`src/logic/hb_regs_cfg.svh`:
```
`ifndef HB_REGS_CFG_SVH
`define HB_REGS_CFG_SVH
// ----------------------------------------------------------------
// register offsets
// ----------------------------------------------------------------
`define HB_OFS_CMD 8'h08
`define HB_OFS_PIN 8'h09
`define HB_OFS_CFG1 8'h0A
`define HB_OFS_CFG2 8'h0B
`define HB_OFS_CFG3 8'h0C
`define HB_OFS_CFG4 8'h0D
// ----------------------------------------------------------------
// reset values and implemented-bit masks
// ----------------------------------------------------------------
`define HB_RST_CMD 8'h09
`define HB_RST_PIN 8'h0C
`define HB_RST_CFG1 8'h10
`define HB_RST_CFG2 8'h00
`define HB_RST_CFG3 8'h40
`define HB_RST_CFG4 8'h04
`define HB_MASK_CMD 8'h1B
`define HB_MASK_PIN 8'h0F
`define HB_MASK_CFG1 8'hFF
`define HB_MASK_CFG2 8'hE7
`define HB_MASK_CFG3 8'hDF
`define HB_MASK_CFG4 8'hDF
// ----------------------------------------------------------------
// field positions
// ----------------------------------------------------------------
`define HB_BIT_CLR 7
`define HB_PIN_LOCK_HI 4
`define HB_PIN_LOCK_LO 3
`define HB_CFG_LOCK_HI 1
`define HB_CFG_LOCK_LO 0
`define HB_BIT_REG_DRV_OFF 3
`define HB_BIT_REG_INPUT 0
`define HB_BIT_OLA_EN 7
`define HB_OV_SEL_HI 6
`define HB_OV_SEL_LO 5
`define HB_BIT_SPREAD_SPECTRUM_DISABLE 4
`define HB_BIT_OC_REACT 3
`define HB_BIT_OT_REACT 2
`define HB_BIT_OV_REACT 1
`define HB_BIT_OL_REACT 0
`define HB_DIAG_HI 6
`define HB_DIAG_LO 5
`define HB_ITRIP_HI 2
`define HB_ITRIP_LO 0
`define HB_REGULATION_OFF_TIME_HI 7
`define HB_REGULATION_OFF_TIME_LO 6
`define HB_SR_HI 4
`define HB_SR_LO 2
`define HB_TOCP_HI 7
`define HB_TOCP_LO 6
`define HB_OCP_HI 4
`define HB_OCP_LO 3
`define HB_BIT_DRV_SEL 2
`define HB_BIT_IN_SEL 0
`define HB_LOCK_PATTERN 2'h2
// ----------------------------------------------------------------
// decoded settings
// ----------------------------------------------------------------
`define HB_REGULATION_OFF_TIME_US_0 6'h14
`define HB_REGULATION_OFF_TIME_US_1 6'h1E
`define HB_REGULATION_OFF_TIME_US_2 6'h28
`define HB_REGULATION_OFF_TIME_US_3 6'h32
`define HB_TOCP_NS_0 13'h1770
`define HB_TOCP_NS_1 13'h0BB8
`define HB_TOCP_NS_2 13'h05DC
`define HB_TOCP_NS_3 13'h00C8
`define HB_OCP_PCT_FULL 7'h64
`define HB_OCP_PCT_75 7'h4B
`define HB_OCP_PCT_50 7'h32
`endif

```
`src/logic/hb_regs_pkg.sv`:
```
package hb_regs_pkg;
	// overvoltage trip selection
	typedef enum logic [1:0] {
		OV_ABOVE_35V,
		OV_ABOVE_28V,
		OV_ABOVE_18V,
		OV_DISABLED
	} ov_level_t;
	typedef logic [7:0] reg_byte_t;
endpackage : hb_regs_pkg

```
`src/logic/half_bridge_control_config_regs.sv`:
```
`include "hb_regs_cfg.svh"
// Operation
// writing one to fault-clear clears all faults and releases the fault output
// pin-override lock pattern 10 unlocks override, others lock; resets locked
// config lock pattern 10 locks config registers, others unlock; resets unlocked
// register drive-off bit stands in for the drive-off pin when unlocked; resets one
// register input bit stands in for the input pin when unlocked; resets zero
// drive-off combine select: zero ORs pin and bit, one ANDs them
// input combine select: zero ORs pin and bit, one ANDs them
// active open-load enable turns on detection in the active state
// independent mode with low-side load keeps active open-load detection off
// overvoltage select: 35 V, 28 V, 18 V, or diagnostic disabled
// spread-spectrum disable resets one; zero enables clock modulation
// four reaction bits pick retry when one, latched shutdown when zero
// two-bit load-type field, read/write, resets zero
// three-bit current-trip level field, read/write, resets zero
// off-time field picks 20, 30, 40 or 50 us; resets to 30 us
// three-bit slew-rate field, read/write, resets zero
// overcurrent filter picks 6, 3, 1.5 or about 0.2 us
// overcurrent threshold: 00 full, 10 seventy-five, 01 and 11 fifty percent
// unimplemented bits ignore writes and read zero
// spare bits store and read back written values without effect
// locked config registers ignore writes; command register stays writable
// locked override: drive-off and input follow their pins alone
// fault-clear is a single-cycle pulse, never held
module half_bridge_control_config_regs (
	input wire logic SYS_CLK,
	input wire logic RST_N,
	input wire logic WR_EN,
	input wire logic [7:0] WR_ADDR,
	input wire logic [7:0] WR_DATA,
	input wire logic RD_EN,
	input wire logic [7:0] RD_ADDR,
	output logic [7:0] RD_DATA,
	input wire logic DRIVE_OFF_PIN,
	input wire logic INPUT_PIN,
	input wire logic FAULT_EVENT,
	input wire logic ACTIVE_STATE,
	input wire logic INDEPENDENT_MODE,
	input wire logic LOW_SIDE_LOAD,
	output logic FAULT_CLEAR,
	output logic FAULT_OUT_N,
	output logic DRIVE_OFF,
	output logic INPUT_LEVEL,
	output logic OPEN_LOAD_ACTIVE_EN,
	output hb_regs_pkg::ov_level_t OV_LEVEL,
	output logic OV_DETECT_EN,
	output logic SPREAD_SPECTRUM_EN,
	output logic OC_RETRY,
	output logic OT_RETRY,
	output logic OV_RETRY,
	output logic OL_RETRY,
	output logic [1:0] LOAD_TYPE,
	output logic [2:0] TRIP_LEVEL,
	output logic [5:0] OFF_TIME_US,
	output logic [2:0] SLEW_RATE,
	output logic [12:0] OC_FILTER_NS,
	output logic [6:0] OC_THRESHOLD_PCT
);
	// ----------------------------------------------------------------
	// storage
	// ----------------------------------------------------------------
	hb_regs_pkg::reg_byte_t command_ctrl;
	hb_regs_pkg::reg_byte_t pin_override;
	hb_regs_pkg::reg_byte_t protection_config;
	hb_regs_pkg::reg_byte_t load_trip_config;
	hb_regs_pkg::reg_byte_t regulation_slew_config;
	hb_regs_pkg::reg_byte_t overcurrent_pin_config;
	logic drv_meta, drv_sync, in_meta, in_sync;
	logic fault_held;
	logic pin_unlocked, cfg_locked;
	logic wr_cmd, wr_pin;

	// off-time selection to microseconds
	function automatic logic [5:0] off_time_us(input logic [1:0] sel);
		unique case (sel)
			2'h0: off_time_us = `HB_REGULATION_OFF_TIME_US_0;
			2'h1: off_time_us = `HB_REGULATION_OFF_TIME_US_1;
			2'h2: off_time_us = `HB_REGULATION_OFF_TIME_US_2;
			2'h3: off_time_us = `HB_REGULATION_OFF_TIME_US_3;
		endcase
	endfunction : off_time_us

	// overcurrent filter selection to nanoseconds
	function automatic logic [12:0] oc_filter_ns(input logic [1:0] sel);
		unique case (sel)
			2'h0: oc_filter_ns = `HB_TOCP_NS_0;
			2'h1: oc_filter_ns = `HB_TOCP_NS_1;
			2'h2: oc_filter_ns = `HB_TOCP_NS_2;
			2'h3: oc_filter_ns = `HB_TOCP_NS_3;
		endcase
	endfunction : oc_filter_ns

	// overcurrent threshold; both odd codes mean half
	function automatic logic [6:0] oc_pct(input logic [1:0] sel);
		unique case (sel)
			2'h0: oc_pct = `HB_OCP_PCT_FULL;
			2'h2: oc_pct = `HB_OCP_PCT_75;
			2'h1, 2'h3: oc_pct = `HB_OCP_PCT_50;
		endcase
	endfunction : oc_pct

	// merge a pin with its register bit; AND when sel is one
	function automatic logic merge(input logic unl, input logic sel, input logic pin,
		input logic bitv);
		if (!unl) begin
			merge = pin;
		end else if (sel) begin
			merge = pin & bitv;
		end else begin
			merge = pin | bitv;
		end
	endfunction : merge

	assign pin_unlocked = (command_ctrl[`HB_PIN_LOCK_HI:`HB_PIN_LOCK_LO] == `HB_LOCK_PATTERN);
	assign cfg_locked = (command_ctrl[`HB_CFG_LOCK_HI:`HB_CFG_LOCK_LO] == `HB_LOCK_PATTERN);
	assign wr_cmd = WR_EN && (WR_ADDR == `HB_OFS_CMD);
	assign wr_pin = WR_EN && (WR_ADDR == `HB_OFS_PIN);

	// ----------------------------------------------------------------
	// pin synchronisers
	// ----------------------------------------------------------------
	// pins are asynchronous; drive-off resets high so the bridge starts off
	always_ff @(posedge SYS_CLK) begin
		if (!RST_N) begin
			drv_meta <= 1'b1;
			drv_sync <= 1'b1;
			in_meta <= 1'b0;
			in_sync <= 1'b0;
		end else begin
			drv_meta <= DRIVE_OFF_PIN;
			drv_sync <= drv_meta;
			in_meta <= INPUT_PIN;
			in_sync <= in_meta;
		end
	end

	// ----------------------------------------------------------------
	// command register and fault clear
	// ----------------------------------------------------------------
	// clear bit is never stored, so it always reads zero
	always_ff @(posedge SYS_CLK) begin
		if (!RST_N) begin
			command_ctrl <= `HB_RST_CMD;
		end else if (wr_cmd) begin
			command_ctrl <= WR_DATA & `HB_MASK_CMD;
		end
	end

	// one-cycle pulse per write
	always_ff @(posedge SYS_CLK) begin
		if (!RST_N) begin
			FAULT_CLEAR <= 1'b0;
		end else begin
			FAULT_CLEAR <= wr_cmd && WR_DATA[`HB_BIT_CLR];
		end
	end

	// a fault arriving with the clear is kept: set wins
	always_ff @(posedge SYS_CLK) begin
		if (!RST_N) begin
			fault_held <= 1'b0;
		end else begin
			fault_held <= FAULT_EVENT | (fault_held & ~FAULT_CLEAR);
		end
	end
	assign FAULT_OUT_N = ~fault_held;

	// ----------------------------------------------------------------
	// override and configuration registers
	// ----------------------------------------------------------------
	// override register only accepts writes while unlocked
	always_ff @(posedge SYS_CLK) begin
		if (!RST_N) begin
			pin_override <= `HB_RST_PIN;
		end else if (wr_pin && pin_unlocked) begin
			pin_override <= WR_DATA & `HB_MASK_PIN;
		end
	end

	// lock blocks all four config registers together
	always_ff @(posedge SYS_CLK) begin
		if (!RST_N) begin
			protection_config <= `HB_RST_CFG1;
			load_trip_config <= `HB_RST_CFG2;
			regulation_slew_config <= `HB_RST_CFG3;
			overcurrent_pin_config <= `HB_RST_CFG4;
		end else if (WR_EN && !cfg_locked) begin
			unique case (WR_ADDR)
				`HB_OFS_CFG1: protection_config <= WR_DATA & `HB_MASK_CFG1;
				`HB_OFS_CFG2: load_trip_config <= WR_DATA & `HB_MASK_CFG2;
				`HB_OFS_CFG3: regulation_slew_config <= WR_DATA & `HB_MASK_CFG3;
				`HB_OFS_CFG4: overcurrent_pin_config <= WR_DATA & `HB_MASK_CFG4;
				default: ;
			endcase
		end
	end

	// ----------------------------------------------------------------
	// read port
	// ----------------------------------------------------------------
	// unmapped addresses read zero
	always_ff @(posedge SYS_CLK) begin
		if (!RST_N) begin
			RD_DATA <= 8'h00;
		end else if (RD_EN) begin
			unique case (RD_ADDR)
				`HB_OFS_CMD: RD_DATA <= command_ctrl;
				`HB_OFS_PIN: RD_DATA <= pin_override;
				`HB_OFS_CFG1: RD_DATA <= protection_config;
				`HB_OFS_CFG2: RD_DATA <= load_trip_config;
				`HB_OFS_CFG3: RD_DATA <= regulation_slew_config;
				`HB_OFS_CFG4: RD_DATA <= overcurrent_pin_config;
				default: RD_DATA <= 8'h00;
			endcase
		end
	end

	// ----------------------------------------------------------------
	// decoded controls
	// ----------------------------------------------------------------
	// registered so consumers see glitch-free settings, at one cycle of lag
	always_ff @(posedge SYS_CLK) begin
		if (!RST_N) begin
			DRIVE_OFF <= 1'b1;
			INPUT_LEVEL <= 1'b0;
			OPEN_LOAD_ACTIVE_EN <= 1'b0;
			OV_LEVEL <= hb_regs_pkg::OV_ABOVE_35V;
			OV_DETECT_EN <= 1'b1;
			SPREAD_SPECTRUM_EN <= 1'b0;
			OC_RETRY <= 1'b0;
			OT_RETRY <= 1'b0;
			OV_RETRY <= 1'b0;
			OL_RETRY <= 1'b0;
			LOAD_TYPE <= 2'h0;
			TRIP_LEVEL <= 3'h0;
			OFF_TIME_US <= `HB_REGULATION_OFF_TIME_US_1;
			SLEW_RATE <= 3'h0;
			OC_FILTER_NS <= `HB_TOCP_NS_0;
			OC_THRESHOLD_PCT <= `HB_OCP_PCT_FULL;
		end else begin
			DRIVE_OFF <= merge(pin_unlocked, overcurrent_pin_config[`HB_BIT_DRV_SEL],
				drv_sync, pin_override[`HB_BIT_REG_DRV_OFF]);
			INPUT_LEVEL <= merge(pin_unlocked, overcurrent_pin_config[`HB_BIT_IN_SEL],
				in_sync, pin_override[`HB_BIT_REG_INPUT]);
			OPEN_LOAD_ACTIVE_EN <= protection_config[`HB_BIT_OLA_EN] && ACTIVE_STATE
				&& !(INDEPENDENT_MODE && LOW_SIDE_LOAD);
			OV_LEVEL <= hb_regs_pkg::ov_level_t'(
				protection_config[`HB_OV_SEL_HI:`HB_OV_SEL_LO]);
			OV_DETECT_EN <= (protection_config[`HB_OV_SEL_HI:`HB_OV_SEL_LO] != 2'h3);
			SPREAD_SPECTRUM_EN <= !protection_config[`HB_BIT_SPREAD_SPECTRUM_DISABLE];
			OC_RETRY <= protection_config[`HB_BIT_OC_REACT];
			OT_RETRY <= protection_config[`HB_BIT_OT_REACT];
			OV_RETRY <= protection_config[`HB_BIT_OV_REACT];
			OL_RETRY <= protection_config[`HB_BIT_OL_REACT];
			LOAD_TYPE <= load_trip_config[`HB_DIAG_HI:`HB_DIAG_LO];
			TRIP_LEVEL <= load_trip_config[`HB_ITRIP_HI:`HB_ITRIP_LO];
			OFF_TIME_US <= off_time_us(regulation_slew_config[`HB_REGULATION_OFF_TIME_HI:`HB_REGULATION_OFF_TIME_LO]);
			SLEW_RATE <= regulation_slew_config[`HB_SR_HI:`HB_SR_LO];
			OC_FILTER_NS <= oc_filter_ns(overcurrent_pin_config[`HB_TOCP_HI:`HB_TOCP_LO]);
			OC_THRESHOLD_PCT <= oc_pct(overcurrent_pin_config[`HB_OCP_HI:`HB_OCP_LO]);
		end
	end

	// ----------------------------------------------------------------
	// checks
	// ----------------------------------------------------------------
	clear_pulse_a: assert property (@(posedge SYS_CLK) disable iff (!RST_N)
		FAULT_CLEAR |-> $past(wr_cmd) && $past(WR_DATA[`HB_BIT_CLR]))
		else $error("fault clear without a clear write");
	fault_release_a: assert property (@(posedge SYS_CLK) disable iff (!RST_N)
		wr_cmd && WR_DATA[`HB_BIT_CLR] && !FAULT_EVENT ##1 !FAULT_EVENT |=> FAULT_OUT_N)
		else $error("fault output not released by clear");
	pin_locked_a: assert property (@(posedge SYS_CLK) disable iff (!RST_N)
		!pin_unlocked |=> DRIVE_OFF == $past(drv_sync) && INPUT_LEVEL == $past(in_sync))
		else $error("locked override does not follow pins");
	drive_and_a: assert property (@(posedge SYS_CLK) disable iff (!RST_N)
		pin_unlocked && overcurrent_pin_config[`HB_BIT_DRV_SEL]
		&& !pin_override[`HB_BIT_REG_DRV_OFF] |=> !DRIVE_OFF)
		else $error("drive-off AND combine wrong");
	input_or_a: assert property (@(posedge SYS_CLK) disable iff (!RST_N)
		pin_unlocked && !overcurrent_pin_config[`HB_BIT_IN_SEL]
		&& pin_override[`HB_BIT_REG_INPUT] |=> INPUT_LEVEL)
		else $error("input OR combine wrong");
	cfg_lock_a: assert property (@(posedge SYS_CLK) disable iff (!RST_N)
		cfg_locked && WR_EN && WR_ADDR == `HB_OFS_CFG1 |=> $stable(protection_config))
		else $error("locked config register changed");
	ola_gate_a: assert property (@(posedge SYS_CLK) disable iff (!RST_N)
		INDEPENDENT_MODE && LOW_SIDE_LOAD |=> !OPEN_LOAD_ACTIVE_EN)
		else $error("open-load enabled for low-side load");
	ov_off_a: assert property (@(posedge SYS_CLK) disable iff (!RST_N)
		protection_config[`HB_OV_SEL_HI:`HB_OV_SEL_LO] == 2'h3 |=> !OV_DETECT_EN)
		else $error("overvoltage not disabled");
	unmapped_zero_a: assert property (@(posedge SYS_CLK) disable iff (!RST_N)
		RD_EN && (RD_ADDR < `HB_OFS_CMD || RD_ADDR > `HB_OFS_CFG4) |=> RD_DATA == 8'h00)
		else $error("unmapped read not zero");
	spare_back_a: assert property (@(posedge SYS_CLK) disable iff (!RST_N)
		WR_EN && WR_ADDR == `HB_OFS_CFG3 && !cfg_locked |=>
		regulation_slew_config[1:0] == $past(WR_DATA[1:0]) && !regulation_slew_config[5])
		else $error("spare bits not stored");
	reset_value_a: assert property (@(posedge SYS_CLK)
		!RST_N |=> command_ctrl == `HB_RST_CMD && pin_override == `HB_RST_PIN)
		else $error("command reset value wrong");
	clear_seen_c: cover property (@(posedge SYS_CLK) disable iff (!RST_N)
		!FAULT_OUT_N ##1 FAULT_CLEAR ##1 FAULT_OUT_N);
	unlock_drive_c: cover property (@(posedge SYS_CLK) disable iff (!RST_N)
		pin_unlocked && !drv_sync ##1 DRIVE_OFF);
	locked_write_c: cover property (@(posedge SYS_CLK) disable iff (!RST_N)
		cfg_locked && WR_EN && WR_ADDR == 8'h0B);
endmodule : half_bridge_control_config_regs

```
`config.mk`:
```
export PLATFORM = sky130hd
export DESIGN_NAME = half_bridge_control_config_regs
export DESIGN_NICKNAME = d
export VERILOG_FILES = /design/src/logic/hb_regs_pkg.sv /design/src/logic/half_bridge_control_config_regs.sv
export VERILOG_INCLUDE_DIRS = /design/src /design/src/logic
export SDC_FILE = /design/constraint.sdc
export NUM_CORES = 1
export LEC_CHECK = 0
export BUFFER_PORTS_ARGS = -buffer_cell sky130_fd_sc_hd__buf_2
export CORE_UTILIZATION = 35
export DETAILED_ROUTE_END_ITERATION = 12
export MAX_ROUTING_LAYER = met4
export PLACE_DENSITY_LB_ADDON = 0.15
export SLEW_MARGIN = 25
export SYNTH_ARGS = -nofsm -noshare
export SYNTH_HDL_FRONTEND = slang
export SYNTH_SLANG_ARGS = --single-unit
export TNS_END_PERCENT = 10
```
`constraint.sdc`:
```
create_clock -name SYS_CLK -period 2.4 [get_ports SYS_CLK]
set_input_delay 0.24 -clock SYS_CLK [delete_from_list [all_inputs] [get_ports SYS_CLK]]
set_output_delay 0.24 -clock SYS_CLK [all_outputs]
set_load 0.01 [all_outputs]
```
==> results of run 1 <==
cells by family after synthesis:
family / count (synthesis) / synth area share, %
other cells: 1 / 0.115
flops: 88 / 54.1
compound gates: 40 / 7.68
buf+inv: 37 / 5.30
simple gates: 112 / 18.5
fa+ha+maj: 5 / 1.92
mux: 40 / 12.4
registers in the layout, indices dropped and copies added, names as in the netlist, 5 cells and up:
register	count
OC_FILTER_NS	8
RD_DATA	8
protection_config	8
load_trip_config	6
overcurrent_pin_config	7
OFF_TIME_US	5
regulation_slew_config	7
OC_THRESHOLD_PCT	6
area by class of cell:
| class | count | area [um^2] | share of cell area (%) |
|---|---|---|---|
| clock buffers | 9 | 124 | 3.12 |
| repair buffers | 88 | 460 | 11.6 |
| flip-flops and latches | 88 | 1760 | 44.4 |
| clock inverters | 7 | 95.1 | 2.40 |
| well taps | 108 | 135 | 3.40 |
| multi-input cells | 200 | 1330 | 33.5 |
| inverters | 17 | 63.8 | 1.61 |
Yosys cell counts:
| library cell | n | area share (%) |
|---|---|---|
| dfxtp_1 | 88 | 54 |
| nand2_1 | 44 | 5.1 |
| mux2i_1 | 38 | 12 |
| inv_1 | 17 | 2.0 |
| o21ai_0 | 17 | 2.6 |
| nor2b_1 | 13 | 2.5 |
| nand2b_1 | 10 | 1.9 |
| nand3_1 | 10 | 1.5 |
| nor2_1 | 10 | 1.2 |
| clkbuf_1 | 9 | 1.0 |
| and2_1 | 8 | 1.5 |
| buf_4 | 8 | 1.8 |
| a22o_1 | 5 | 1.3 |
| ha_1 | 5 | 1.9 |
| o22ai_1 | 5 | 0.96 |
| a21oi_1 | 4 | 0.61 |
| nor3b_1 | 4 | 0.92 |
| a21boi_0 | 3 | 0.69 |
| buf_2 | 3 | 0.46 |
| mux2_2 | 2 | 0.69 |
| nand4_1 | 2 | 0.38 |
| nor3_1 | 2 | 0.31 |
| o21a_1 | 2 | 0.46 |
| a21o_1 | 1 | 0.23 |
| a22oi_1 | 1 | 0.23 |
| a32oi_1 | 1 | 0.27 |
| and3_1 | 1 | 0.19 |
| and3_2 | 1 | 0.23 |
| conb_1 | 1 | 0.12 |
| nand4_2 | 1 | 0.38 |
| nor3_4 | 1 | 0.50 |
| nor3b_2 | 1 | 0.38 |
| nor4b_4 | 1 | 0.73 |
| o22a_1 | 1 | 0.27 |
| or2_2 | 1 | 0.19 |
| or3b_2 | 1 | 0.27 |
| or4b_1 | 1 | 0.31 |
worst max-delay path, delay by kind of cell (launching register included):
kind | cells | cell delay (ns)
mux | 1 | 0.23
flops | 1 | 0.37
simple gates | 3 | 0.75
final timing paths:
| kind | slack (ns) | to | cells past startpoint |
|---|---|---|---|
| max | 0.92 | load_trip_config[0] | 4 |
| min | 0.04 | OPEN_LOAD_ACTIVE_EN | 2 |
| max reg2reg | 0.92 | load_trip_config[0] | 4 |
| min reg2reg | 0.41 | OV_DETECT_EN | 1 |
routing by layer:
layer  track usage [%]  routed length, um  share of wire (%)
met5                 -                  0                  0
met4              5.86                119                1.7
met3              3.33                280                4.0
met2              23.9               3090                 44
met1              20.7               3570                 51
per-stage QoR:
stage	util [%]	cell area [um^2]	total power [mW]
3_5_place_dp	42.4	3750	1.63
3_3_place_gp	42.4	3750	1.63
6_report	44.9	3970	2.71
2_1_floorplan	-	3260	1.58
5_1_grt	44.9	3970	2.82
4_1_cts	44.9	3970	2.74
report_power, final:
part | switching [mW] | internal [mW] | total (mW)
Sequential | 0.00205 | 1.47 | 1.47
Clock | 0.534 | 0.588 | 1.12
Combinational | 0.0715 | 0.0526 | 0.124
Total | 0.608 | 2.11 | 2.71
==> results.sh, run 1 <==
export IMPL_cp_max_fo=6
export IMPL_syn_to_final_growth_pct=21.9
export IMPL_path_clk_slew_ns=0.09
export IMPL_die_area_um2=9700
export IMPL_start_util_pct=36.8
export IMPL_core_um2=8850
export IMPL_finalSetupTns_ns=0
export IMPL_setup_viol=0
export IMPL_synth_distinct_cells=37
export IMPL_whs_ns=0.0424
export IMPL_fin_crit_ns=1.48
export IMPL_hpwl_mm=5.08
export IMPL_clk_path_buf_depth=2
export IMPL_cp_slowest_cell="nand3_1"
export IMPL_max_freq_mhz=677
export IMPL_final_common_cell="dfxtp_1"
export IMPL_cp_end_kind="flop"
export IMPL_grt_pass1_wl_mm=11.5
export IMPL_place_congestion=0.734
export IMPL_startpoint="command_ctrl[0]"
export IMPL_antenna_cells=0
export IMPL_gr_total_overflow=0
export IMPL_num_rows=34
export IMPL_rsz0062_at_grt="false"
export IMPL_cts_tree="built"
export IMPL_grt_max_degree=68
export IMPL_cts_setup_buffers=0
export IMPL_port_buffers=85
export IMPL_first_global_vias=2353
export IMPL_drc_errors=1
export IMPL_clock_latency_ns=0.35
export IMPL_ir_drop_uv=300
export IMPL_fin_crit_sh_pct=61.5
export IMPL_instances_no_fill=517
export IMPL_h_tree_depth=3
export IMPL_r2r_start="command_ctrl[0]"
export IMPL_vias=2371
export IMPL_hold_viol_final=0
export IMPL_leakage_nw=1.84
export IMPL_cts_root_buf="clkbuf_8"
export IMPL_path_cells="nand2b_1 > and3_1 > nand3_1 > mux2i_1"
export IMPL_yosysWarningCount=0
export IMPL_cp_required_ns=2.62
export IMPL_pin_count=89
export IMPL_synth_seq_area_share_pct=54.1
export IMPL_wl_per_cell_um=13.6
export IMPL_maxSlewHeadroom_pct=63.8
export IMPL_grt_antenna_before_repair=0
export IMPL_grt_usage_pct=15.8
export IMPL_pre_cts_slack_ns=0.696
export IMPL_syn_area_um2=3260
export IMPL_violations="DRC"
export IMPL_cts_resized_gates=0
export IMPL_syn_inst=323
export IMPL_dp_cells=501
export IMPL_final_cell_mix="dfxtp_1 (88), buf_2 (85), nand2_1 (44)"
export IMPL_vias_per_cell=4.59
export IMPL_ys_seq_elements=88
export IMPL_setup_slack_ns=0.923
export IMPL_drive_above_1_share_pct=27.6
export IMPL_postSynthAreaPerCell_um2=10.1
export IMPL_postCtsHoldBufs=0
export IMPL_maxCapViolations=0
export IMPL_cts_buffers=9
export IMPL_critical_path_class="flop to flop"
export IMPL_skew_ns=0.0120
export IMPL_dr_pass1_iters=10
export IMPL_cp_arrival_ns=1.69
export IMPL_fill_cells=903
export IMPL_drt_initial_drc_count=102
export IMPL_power_density_nw_per_um2=684
export IMPL_start_kind="flop"
export IMPL_hp_start="LOW_SIDE_LOAD"
export IMPL_die_w_um=98.5
export IMPL_drt_total_wl_mm=7.06
export IMPL_hold_class="primary input to flop"
export IMPL_die_height_um=98.5
export IMPL_slew_violations=0
export IMPL_cts_sinks=88
export IMPL_fin_nets=443
export IMPL_max_stage_delay_ns=0.40
export IMPL_worstMarginPinSlew_ns=0.541
export IMPL_status="finished with violations"
export IMPL_antenna_left=0
(Power assumes the default switching activity.)
==> run 2, diff against run 1 <==
==> constraint.sdc (replaced) <==
create_clock -name SYS_CLK -period 1.4 [get_ports SYS_CLK]
set_input_delay 0.14 -clock SYS_CLK [delete_from_list [all_inputs] [get_ports SYS_CLK]]
set_output_delay 0.14 -clock SYS_CLK [all_outputs]
set_load 0.01 [all_outputs]
==> run 2 against run 1 <==
The run still ends with DRC left; register-to-register slack got worse by 0.84 ns; die area unchanged; cell area increased by 5.7%; clock power increased by 88%; total power increased by 79%; routed wire length increased by 3.0%; global-route usage increased by 0.51 points; largest power group unchanged.
==> results.sh, run 2 (synthesized netlist as in run 1, its figures left out) <==
export IMPL_status="finished with violations"
export IMPL_violations="DRC"
export IMPL_ir_drop_uv=594
export IMPL_fin_nets=465
export IMPL_slew_violations=0
export IMPL_rsz0062_at_grt="false"
export IMPL_die_height_um=98.5
export IMPL_max_freq_mhz=762
export IMPL_setup_viol=0
export IMPL_fin_crit_sh_pct=93.8
export IMPL_cp_end_kind="flop"
export IMPL_grt_usage_pct=16.3
export IMPL_cp_arrival_ns=1.54
export IMPL_r2r_end="OFF_TIME_US[2]"
export IMPL_start_kind="flop"
export IMPL_clock_latency_ns=0.35
export IMPL_cts_tree="built"
export IMPL_path_cells="inv_1 > ha_1 > or3b_2"
export IMPL_num_rows=34
export IMPL_maxCapViolations=0
export IMPL_gr_total_overflow=0
export IMPL_first_global_vias=2403
export IMPL_cp_slowest_cell="or3b_2"
export IMPL_path_clk_slew_ns=0.08
export IMPL_cts_setup_buffers=0
export IMPL_setup_slack_ns=0.0872
export IMPL_antenna_cells=0
export IMPL_critical_path_class="flop to flop"
export IMPL_die_area_um2=9700
export IMPL_hold_class="primary input to flop"
export IMPL_skew_ns=0.0126
export IMPL_ff_latch_area_um2=1760
export IMPL_vias=2522
export IMPL_min_to="command_ctrl[0]"
export IMPL_antenna_left=0
export IMPL_place_congestion=0.754
export IMPL_final_cell_mix="dfxtp_1 (88), buf_2 (85), nand2_1 (44)"
export IMPL_total_power_mw=4.86
export IMPL_cp_required_ns=1.63
export IMPL_grt_pass1_wl_mm=11.9
export IMPL_multi_input_area_um2=1340
export IMPL_hp_start="WR_DATA[0]"
export IMPL_fin_crit_ns=1.31
export IMPL_min_path_cells=3
export IMPL_pre_cts_slack_ns=-0.0957
export IMPL_cp_max_fo=5
export IMPL_pin_count=89
export IMPL_max_stage_delay_ns=0.44
export IMPL_hold_viol_final=0
export IMPL_dr_wl_met2_mm=3.32
export IMPL_dr_pass1_iters=9
export IMPL_r2r_slack_ns=0.09
export IMPL_die_w_um=98.5
export IMPL_fill_cells=893
export IMPL_dr_wl_met3_um=374
export IMPL_grt_antenna_before_repair=0
export IMPL_finalSetupTns_ns=0
export IMPL_port_buffers=85
export IMPL_drc_errors=7
export IMPL_cts_root_buf="clkbuf_8"
export IMPL_h_tree_depth=3
export IMPL_cts_buffers=9
export IMPL_start_util_pct=36.8
export IMPL_drive_above_1_share_pct=30.3
export IMPL_reg2regPathDepth=3
export IMPL_leakage_nw=1.97
export IMPL_core_um2=8850
export IMPL_hpwl_mm=5.38
export IMPL_grt_max_degree=33
export IMPL_drt_initial_drc_count=89
export IMPL_syn_to_final_growth_pct=28.8
export IMPL_power_density_nw_per_um2=1160
export IMPL_met1_length_mm=3.48
export IMPL_largest_registers="OC_FILTER_NS: 8 flops, RD_DATA: 8 flops, protection_config: 8 flops"
export IMPL_r2r_start="regulation_slew_config[6]"
export IMPL_topRoutingLayerUsed="met4"
export IMPL_wl_per_cell_um=13.5
export IMPL_cts_sinks=88
export IMPL_clk_path_buf_depth=2
export IMPL_vias_per_cell=4.70
export IMPL_drt_total_wl_mm=7.27
export IMPL_final_common_cell="dfxtp_1"
-- run 2: changes by cell type in the layout (fill, tap and decap cells not counted), sizes merged --
cell	before	now
clkinv	3	0
buf	88	105
bufinv	2	3
clkbuf	9	11
clkinvlp	1	0
dlygate4sd3	0	5
inv	18	17
-- run 2: critical path, delay by kind of cell, from the launching register on --
kind | cells | cell delay, ns
simple gates | 1 | 0.44
flops | 1 | 0.42
fa+ha+maj | 1 | 0.22
buf+inv | 1 | 0.11
-- run 2: per-layer routing --
metal / vias up / GRT usage, %
li1: 1277 / -
met1: 1171 / 21.5
met2: 65 / 24.6
met3: 9 / 3.05
met4: 0 / 6.54
met5: - / -
-- run 2: metrics by stage --
stage / hold WS, ns / std cells / util (%) / area [um^2]
after detailed placement: 0.319 / 518 / 44.0 / 3890
after CTS: 0.0285 / 537 / 47.3 / 4180
after global placement: 0.310 / 518 / 44.0 / 3890
after floorplan: 0.228 / 325 / - / 3260
final: 0.0314 / 537 / 47.4 / 4200
after global routing: 0.0396 / 537 / 47.4 / 4200
-- run 2: worst max-delay path by stage --
| stage | slack (ns) | depth (start not counted) | end | startpoint |
|---|---|---|---|---|
| after global placement | -0.06 | 5 | RD_DATA[6] | RD_ADDR[4] |
| after global routing | 0.02 | 6 | regulation_slew_config[0] | command_ctrl[0] |
| after floorplan | 0.1 | 4 | RD_DATA[6] | RD_ADDR[4] |
| after detailed placement | -0.1 | 6 | RD_DATA[0] | RD_ADDR[4] |
| after CTS | 0.03 | 5 | overcurrent_pin_config[6] | command_ctrl[0] |
| final | 0.09 | 3 | OFF_TIME_US[2] | regulation_slew_config[6] |
-- run 2: final cells by class --
cell class	instances	share of cell area [%]
multi-input cells	200	32.0
inverters	17	1.52
flip-flops and latches	88	42.0
clock buffers	11	3.61
clock inverters	3	2.15
repair buffers	110	15.5
well taps	108	3.22
-- run 2: where the power goes --
group          internal [mW]  switching [mW]  leakage [nW]
clock network           1.26           0.840         0.121
logic                  0.113           0.128          1.14
registers               2.51         0.00348         0.711
-- run 2: repair_timing --
item | CTS | global route
hold buffers | 5 | 0
hold endpoints to repair | 4 | 0
endpoints found under the setup margin | 0 | 9
resized for setup | 0 | 2
